--- src/rtl/output_pll_cfg.svh ---
// Overview of operation
// - Seven-bit pump current code, 3.5 uA steps.
// - Eight-bit feedback ratio, valid 14 to 255.
// - Two-bit second-pole resistor select, register reset 7F.
// - Three-bit zero resistor select, reset 111.
// - Three-bit first-pole capacitor select, reset 111.
// - Post divider held reset while bit set.
// - Bypass bit shorts internal zero resistor.
// - Post divider register upper six bits reserved.
`ifndef OUTPUT_PLL_CFG_SVH
`define OUTPUT_PLL_CFG_SVH

// Register offsets on the local register port
`define CP_CURRENT_ADDR    16'h0430
`define FB_RATIO_ADDR      16'h0431
`define LOOP_FILTER_ADDR   16'h0432
`define POST_DIV_ADDR      16'h0433
`define STATUS_ADDR        16'h04F0

// Reset values
`define CP_CURRENT_RST     8'h2E
`define FB_RATIO_RST       8'h00
`define LOOP_FILTER_RST    8'h7F
`define POST_DIV_RST       8'h00

// Field positions
`define CP_CODE_MSB        6
`define RP2_MSB            7
`define RP2_LSB            6
`define RZ_MSB             5
`define RZ_LSB             3
`define CP1_MSB            2
`define CP1_LSB            0
`define PD_RST_BIT         1
`define RZ_BYP_BIT         0
`define ST_FB_VALID_BIT    0
`define ST_PD_HELD_BIT     1
`define ST_EXT_RZ_BIT      2

// Pump current step in nA and feedback ratio limits
`define CP_LSB_NA          19'h0_0DAC
`define FB_RATIO_MIN       8'h0E
`define FB_RATIO_MAX       8'hFF

`endif

--- src/rtl/output_pll_pkg.sv ---
`default_nettype none
package output_pll_pkg;
   typedef logic [10:0] ohm_t;   // Resistance in ohms
   typedef logic [7:0]  pf_t;    // Capacitance in pF
   typedef logic [18:0] na_t;    // Current in nA

   // Complete state of the register bank
   typedef struct packed {
      logic [6:0] cp_code;       // Pump current code
      logic [7:0] fb_ratio;      // Feedback divider ratio
      logic [7:0] lf_sel;        // Loop filter selections
      logic       pd_rst;        // Post divider hold
      logic       rz_byp;        // Zero resistor bypass
      logic [7:0] rdata;         // Read data holding stage
      na_t        cp_na;         // Decoded pump current
      ohm_t       rp2_ohm;       // Decoded second-pole resistor
      ohm_t       rz_ohm;        // Effective zero resistor
      pf_t        cp1_pf;        // Decoded first-pole capacitor
      logic       fb_valid;      // Ratio within operating range
   } state_s;
endpackage
`default_nettype wire

--- src/rtl/loop_filter_if.sv ---
`default_nettype none
interface loop_filter_if;
   import output_pll_pkg::*;
   logic [1:0] rp2_sel;   // Second-pole resistor code
   logic [2:0] rz_sel;    // Zero resistor code
   logic [2:0] cp1_sel;   // First-pole capacitor code
   ohm_t       rp2_ohm;   // Decoded values
   ohm_t       rz_ohm;
   pf_t        cp1_pf;

   // Decoder sees codes and returns values
   modport decoder (input rp2_sel, rz_sel, cp1_sel, output rp2_ohm, rz_ohm, cp1_pf);
   // Register bank drives codes and reads values
   modport bank (output rp2_sel, rz_sel, cp1_sel, input rp2_ohm, rz_ohm, cp1_pf);
endinterface
`default_nettype wire

--- src/rtl/loop_filter_decode.sv ---
`default_nettype none
module loop_filter_decode (
   loop_filter_if.decoder lf
);
   import output_pll_pkg::*;

   // Component tables, indexed by code
   localparam ohm_t RP2_TAB [4] = '{11'd500, 11'd333, 11'd250, 11'd200};
   localparam ohm_t RZ_TAB [8]  = '{11'd1500, 11'd1250, 11'd1000, 11'd930,
                                    11'd1250, 11'd1000, 11'd750, 11'd680};
   localparam pf_t  CP1_TAB [8] = '{8'd10, 8'd30, 8'd40, 8'd70,
                                    8'd90, 8'd110, 8'd130, 8'd150};

   // Pure table lookups; every code is legal so no fallback is needed
   always_comb begin
      lf.rp2_ohm = RP2_TAB[lf.rp2_sel];
      lf.rz_ohm  = RZ_TAB[lf.rz_sel];
      lf.cp1_pf  = CP1_TAB[lf.cp1_sel];
   end
endmodule // loop_filter_decode
`default_nettype wire

--- src/rtl/output_pll_config_regs.sv ---
`include "output_pll_cfg.svh"
`default_nettype none
module output_pll_config_regs (
   input  wire logic            ref_clk,
   input  wire logic            rst,
   input  wire logic            ce,
   // Register port
   input  wire logic [15:0]     reg_addr,
   input  wire logic [7:0]      reg_wdata,
   input  wire logic            reg_wr,
   input  wire logic            reg_rd,
   output var  logic [7:0]      reg_rdata,
   // Charge pump
   output var  logic [6:0]      cp_current_code,
   output var  output_pll_pkg::na_t cp_current_na,
   // Feedback divider
   output var  logic [7:0]      loop_feedback_divider,
   output var  logic            feedback_ratio_valid,
   // Loop filter selections
   output var  logic [1:0]      second_pole_resistor_sel,
   output var  logic [2:0]      zero_resistor_sel,
   output var  logic [2:0]      first_pole_capacitor_sel,
   output var  output_pll_pkg::ohm_t second_pole_resistor_ohm,
   output var  output_pll_pkg::ohm_t zero_resistor_ohm,
   output var  output_pll_pkg::pf_t  first_pole_capacitor_pf,
   // Post divider and bypass controls
   output var  logic            output_post_divider_rst,
   output var  logic            zero_resistor_bypass,
   output var  logic            ext_zero_resistor_req
);
   import output_pll_pkg::*;

   // Reset image of the whole bank
   localparam state_s RESET_STATE = '{
      cp_code:  7'(`CP_CURRENT_RST),
      fb_ratio: `FB_RATIO_RST,
      lf_sel:   `LOOP_FILTER_RST,
      pd_rst:   1'b0,
      rz_byp:   1'b0,
      rdata:    8'h00,
      cp_na:    '0,
      rp2_ohm:  11'd333,
      rz_ohm:   11'd680,
      cp1_pf:   8'd150,
      fb_valid: 1'b0
   };

   state_s        st_q;        // Registered state
   state_s        st_d;        // Next state

   // Decoded strobes per register
   logic          hit_cp;      // Pump current register addressed
   logic          hit_fb;      // Feedback ratio register addressed
   logic          hit_lf;      // Loop filter register addressed
   logic          hit_pd;      // Post divider register addressed
   logic          hit_st;      // Status register addressed
   logic [7:0]    status_word; // Live status bits
   logic [7:0]    read_word;   // Word chosen for a read
   logic [7:0]    lf_next;     // Loop filter byte after this edge

   // Carrier to the component decoder
   loop_filter_if lf_bus ();

   // Next loop filter byte, worked out apart from the state so that the
   // decoder does not sit in a loop through the next-state struct
   always_comb begin
      lf_next = st_q.lf_sel;
      if (reg_wr && hit_lf) begin
         lf_next = reg_wdata;
      end
   end

   // Codes go to the decoder from the next value so that the decoded
   // values land in the same edge as the selection fields themselves
   assign lf_bus.rp2_sel = lf_next[`RP2_MSB:`RP2_LSB];
   assign lf_bus.rz_sel  = lf_next[`RZ_MSB:`RZ_LSB];
   assign lf_bus.cp1_sel = lf_next[`CP1_MSB:`CP1_LSB];

   // Table lookup for resistor and capacitor values
   loop_filter_decode u_decode (
      .lf (lf_bus)
   );

   // Address decode; the port is byte wide, so offsets are used as printed
   always_comb begin
      hit_cp = (reg_addr == `CP_CURRENT_ADDR);
      hit_fb = (reg_addr == `FB_RATIO_ADDR);
      hit_lf = (reg_addr == `LOOP_FILTER_ADDR);
      hit_pd = (reg_addr == `POST_DIV_ADDR);
      hit_st = (reg_addr == `STATUS_ADDR);
   end

   // Status view of the bank's own state
   always_comb begin
      status_word = 8'h00;
      status_word[`ST_FB_VALID_BIT] = st_q.fb_valid;
      status_word[`ST_PD_HELD_BIT]  = st_q.pd_rst;
      status_word[`ST_EXT_RZ_BIT]   = st_q.rz_byp;
   end

   // Read mux; reserved bits and unmapped offsets return zero
   always_comb begin
      read_word = 8'h00;
      if (hit_cp) begin
         read_word = {1'b0, st_q.cp_code};
      end else if (hit_fb) begin
         read_word = st_q.fb_ratio;
      end else if (hit_lf) begin
         read_word = st_q.lf_sel;
      end else if (hit_pd) begin
         // Upper six bits always read as zero
         read_word = {6'h00, st_q.pd_rst, st_q.rz_byp};
      end else if (hit_st) begin
         read_word = status_word;
      end
   end

   // Next-state logic for the whole bank
   always_comb begin
      st_d = st_q;
      // Read data lives for exactly one cycle after the strobe
      st_d.rdata = 8'h00;
      if (reg_rd) begin
         st_d.rdata = read_word;
      end
      if (reg_wr) begin
         if (hit_cp) begin
            // Bit 7 is reserved and the write to it is dropped
            st_d.cp_code = reg_wdata[`CP_CODE_MSB:0];
         end
         if (hit_fb) begin
            // Out-of-range ratios are stored anyway; the flag tells
            // software the loop will not run at that setting
            st_d.fb_ratio = reg_wdata;
         end
         if (hit_lf) begin
            // All three selections share one byte
            st_d.lf_sel = reg_wdata;
         end
         if (hit_pd) begin
            // Only the two low bits are kept
            st_d.pd_rst = reg_wdata[`PD_RST_BIT];
            st_d.rz_byp = reg_wdata[`RZ_BYP_BIT];
         end
         // Writes to the status view and unmapped offsets are ignored
      end
      // Derived values follow their fields in the same edge
      // Pump current in nA: each code step is one 3.5 uA unit
      st_d.cp_na    = 19'(st_d.cp_code) * `CP_LSB_NA;
      // Ratio is usable only from 14 through 255
      st_d.fb_valid = (st_d.fb_ratio >= `FB_RATIO_MIN) &&
                      (st_d.fb_ratio <= `FB_RATIO_MAX);
      st_d.rp2_ohm  = lf_bus.rp2_ohm;
      // A bypassed zero resistor is zero ohms; the decoded code is kept
      // in the register so clearing the bypass restores it at once
      if (st_d.rz_byp) begin
         st_d.rz_ohm = '0;
      end else begin
         st_d.rz_ohm = lf_bus.rz_ohm;
      end
      st_d.cp1_pf = lf_bus.cp1_pf;
   end

   // State register; clock enable low freezes everything, including
   // the read stage, so a stalled read keeps its data
   always_ff @(posedge ref_clk or posedge rst) begin
      if (rst) begin
         st_q <= RESET_STATE;
      end else if (ce) begin
         st_q <= st_d;
      end
   end

   // Outputs straight from the state register
   always_comb begin
      reg_rdata                = st_q.rdata;
      cp_current_code          = st_q.cp_code;
      cp_current_na            = st_q.cp_na;
      loop_feedback_divider    = st_q.fb_ratio;
      feedback_ratio_valid     = st_q.fb_valid;
      second_pole_resistor_sel = st_q.lf_sel[`RP2_MSB:`RP2_LSB];
      zero_resistor_sel        = st_q.lf_sel[`RZ_MSB:`RZ_LSB];
      first_pole_capacitor_sel = st_q.lf_sel[`CP1_MSB:`CP1_LSB];
      second_pole_resistor_ohm = st_q.rp2_ohm;
      zero_resistor_ohm        = st_q.rz_ohm;
      first_pole_capacitor_pf  = st_q.cp1_pf;
      // Post divider is held while the bit is one, runs when zero
      output_post_divider_rst  = st_q.pd_rst;
      zero_resistor_bypass     = st_q.rz_byp;
      // Bypass needs a resistor on the loop filter pin
      ext_zero_resistor_req    = st_q.rz_byp;
   end
endmodule // output_pll_config_regs
`default_nettype wire

--- config.mk ---
export PLATFORM = sky130hd
export DESIGN_NAME = output_pll_config_regs
export DESIGN_NICKNAME = d
export VERILOG_FILES = /design/src/rtl/output_pll_pkg.sv /design/src/rtl/loop_filter_if.sv /design/src/rtl/loop_filter_decode.sv /design/src/rtl/output_pll_config_regs.sv
export VERILOG_INCLUDE_DIRS = /design/src /design/src/rtl
export SDC_FILE = /design/constraint.sdc
export NUM_CORES = 1
export LEC_CHECK = 0
export BUFFER_PORTS_ARGS = -buffer_cell sky130_fd_sc_hd__buf_4
export CORE_MARGIN = 2
export CORE_UTILIZATION = 42
export DETAILED_ROUTE_END_ITERATION = 16
export GPL_ROUTABILITY_DRIVEN = 1
export SKIP_CTS_REPAIR_TIMING = 1
export SLEW_MARGIN = 30
export SYNTH_ARGS = -nofsm -noshare
export SYNTH_HDL_FRONTEND = slang
export SYNTH_SLANG_ARGS = --single-unit
--- constraint.sdc ---
create_clock -name ref_clk -period 7.8 [get_ports ref_clk]
set_input_delay 0.78 -clock ref_clk [delete_from_list [all_inputs] [get_ports ref_clk]]
set_output_delay 0.78 -clock ref_clk [all_outputs]
set_load 0.01 [all_outputs]
==> results.md <==
- Status: finished clean
- Reg2reg setup slack: 3280 ps
- Routed vias: roughly 4000
- DRC: 0
- Combinational fraction of design power: between 20% and 30%
- Largest net degree at the start of global routing: 74
- Die height: approximately 110 um
- Power Density: about 200 nW/um^2
- Design Area, Final: ~6300 um^2
- Synth top area cells: dfrtp_1 25%, dfstp_2 11%, ha_1 11%
- Sequential power share: approximately a third
- Critical Path Sink Type: flip-flop
- Count leader, synth: inv_1
- H-tree depth: 3
- F_max: between 150 and 200 MHz
- Die Area: 13100 um^2
- Layout area overhead: 23.1%
- HP Start: zero_resistor_ohm[7]$_DFFE_PP1P_
- Sequential cell area fraction in the yosys report: roughly 36%
- Reg2Reg Depth: 15
- RSZ-0062 raised after global routing: false
- Vias per inst: approximately 5.4
- Global route overflow: 0
- Placed Area: between 5000 and 6000 um^2
- Setup Viol. Count Final: 0
- Switch Pwr: slightly below 0.4 mW
- Tcrit/Tclk final: between 70% and 80%
- Port buffer count: 105
- Post-synth top area cell: dfrtp_1
- Root buf cell: clkbuf_16
- DP HPWL: slightly below 10 mm
- ANT nets after route: 0
- Leakage power: 3.16 nW
- Hold path cells: 2
- Skew final: around 8.6 ps
- EDFF count, synth: 0
- Top-area cell type share of the netlist area: about a quarter
- Tot Pwr: between 1 and 1.5 mW
- CP required: 8010 ps
- Vias in the first global route: between 3000 and 4000
- Setup crit start: reg_addr[15]
- Net Sw Frac: a little under a third
- Worst r2r dst: cp_current_na[18]$_DFFE_PP0P_
- CTS Buf Count: 9
- Routed wire length per instance: between 15 and 20 um
- Min setup slack post-route: a little over 2000 ps
- First-pass GRT wire length: 21.4 mm
- Fin crit period: 5730 ps
- # diodes: 0
- DRT Pass-1 Iters: 4
- Max IR drop VDD: roughly 0.13 mV
- Worst setup SP type: primary input
- Setup TNS: 0 ps
- Hold WC Path Type: reg2reg
- Critical Setup Path Class: in2reg
- Synthesized instance count: 500
- Max-Cap Viols: 0
- DRT iter0 DRCs: slightly above 200
- Core Util, Final: between 50% and 60%
- Initial antenna violation count: 0
- I/O Pins: 113
- Pint: ~0.89 mW
- CTS tree: yes
- GP Congestion: ~0.90
- Final Hold Viols: 0
- Worst hold endpoint: zero_resistor_ohm[7]$_DFFE_PP1P_
- Main synth FF type: dfrtp_1
- Sink Count: 73
- Measured slew at the worst slew-check pin: between 800 and 900 ps
- Fin. max-slew vios: 0
- Clock buffer depth: 2
- Cell Rows: 40
- Synth warn: 0
- Clk Latency, worst-skew pair: around 340 ps
- Crit path max fanout: 8
- Starting Density: around 43%
- GRT Util Overall: between 20% and 30%
- Syn avg cell area: about 10 um^2
- Layout cells sized above 1: 32.4%
- Yosys reg bits: 73
- CORE AREA: 12000 um^2
- Netlist cell types: 51
- WP data arrival: roughly 5900 ps
- CTS clk-pin slew, worst paths: 60 ps
- Clock network fraction of total power: between 30% and 40%
- Worst r2r src: cp_current_code[5]$_DFFE_PP1P_
- Layout Nets: about 690
- Relative slew slack: around 45%
- Netlist Area Pre-Place: about 5100 um^2
- Post-synth ARST share: between 90% and 100%
- Dpl ws: 1690 ps
- Die Span X: between 100 and 150 um
- Routed Wire Length: 13.0 mm
- Top cells by count, synth: 59 x inv_1, 51 x dfrtp_1, 46 x ha_1, 37 x mux2_2, 33 x a21oi_1
[worst max-delay path: stages]
cell and delay [ps]:
buf_4 110, nor4b_2 360, nand4_1 270, nor2_4 310
mux2i_1 570, ha_1 370, fa_1 550, inv_1 40
ha_1 260, inv_1 50, fa_1 500, inv_1 40
ha_1 360, a211o_1 290, a31oi_1 280, nor4_1 150
o21ai_0 220, nor3_1 60, or3b_1 340
[cells by family (layout without fill, tap and decap cells)]
kind of cell,Yosys count,after routing,synth area share [%]
XOR/XNOR,19,19,3.26
buffers and inverters,89,182,7.47
adder cells (fa/ha/maj),63,63,17.9
multiplexers,58,58,12.5
AND/OR/NAND/NOR,97,97,10.2
other,2,7,0.147
AO/OA/AOI/OAI,99,99,12.2
flip-flops,73,73,36.3
[power groups by stage]
stage	registers [mW]	clock network, mW	logic [mW]
floorplan	0.470	0	0.228
global placement	0.453	0	0.370
detailed placement	0.454	0	0.374
CTS	0.448	0.471	0.377
global route	0.453	0.491	0.424
finish	0.448	0.457	0.371
[metrics by stage]
stage               hold WS [ps]  std cells
finish                       478        745
global route                 494        745
CTS                          479        745
detailed placement           464        729
global placement             464        729
floorplan                    474        505
[state kept, by name, summed over array words and instances (netlist names)]
register and count:
first_pole_capacitor_pf 7, reg_rdata 8, feedback_ratio_valid 1, loop_feedback_divider 8, ext_zero_resistor_req 1, zero_resistor_sel 3
zero_resistor_ohm 10, second_pole_resistor_sel 2, second_pole_resistor_ohm 6, cp_current_na 16, output_post_divider_rst 1, cp_current_code 7
first_pole_capacitor_sel 3
[cell type report]
type                       count  area, um^2
sequential                    73        1850
fill                        1134        5670
tap                          147         184
clock buffer                  10         239
clock inverter                 6        90.1
inverter                      59         221
multi-input combinational    343        2890
timing repair buffer         107         807
[placed cells by master, fill, tap and decap left out, types with 3 or more instances in the layout]
master	n
o2bb2ai_1	13
inv_1	58
clkbuf_16	9
o21a_1	3
o21ai_0	21
nor2b_1	6
nand2_1	24
mux2_2	37
nand4_1	7
o31ai_1	3
and3_1	3
fa_1	17
a21o_1	8
a31oi_1	6
nor4_1	4
nor2_1	22
xnor2_1	13
a21oi_1	33
dfrtp_1	51
ha_1	46
dfstp_2	22
nand2b_1	3
conb_1	7
mux2i_1	20
nand3_1	9
nor3_1	5
buf_4	106
xor2_1	6
[worst max path at each step]
stage,end,slack [ps],cells after the start
after global routing,cp_current_na[13]$_DFFE_PP0P_,1650,19
after global placement,cp_current_na[16]$_DFFE_PP0P_,1830,19
final,cp_current_na[18]$_DFFE_PP0P_,2070,19
after CTS,cp_current_na[18]$_DFFE_PP0P_,2040,19
after floorplan,cp_current_na[15]$_DFFE_PP0P_,2350,18
after detailed placement,cp_current_na[18]$_DFFE_PP0P_,1690,19
[layer usage]
layer / vias to the layer above / track usage (%) / wire [um]
met5: - / 0 / 0
met4: 0 / 7.56 / 238
met3: 17 / 4.08 / 623
met2: 113 / 33.2 / 6100
met1: 1948 / 29.7 / 6010
li1: 1908 / - / -
No activity file was read; power rests on OpenSTA's default activity.
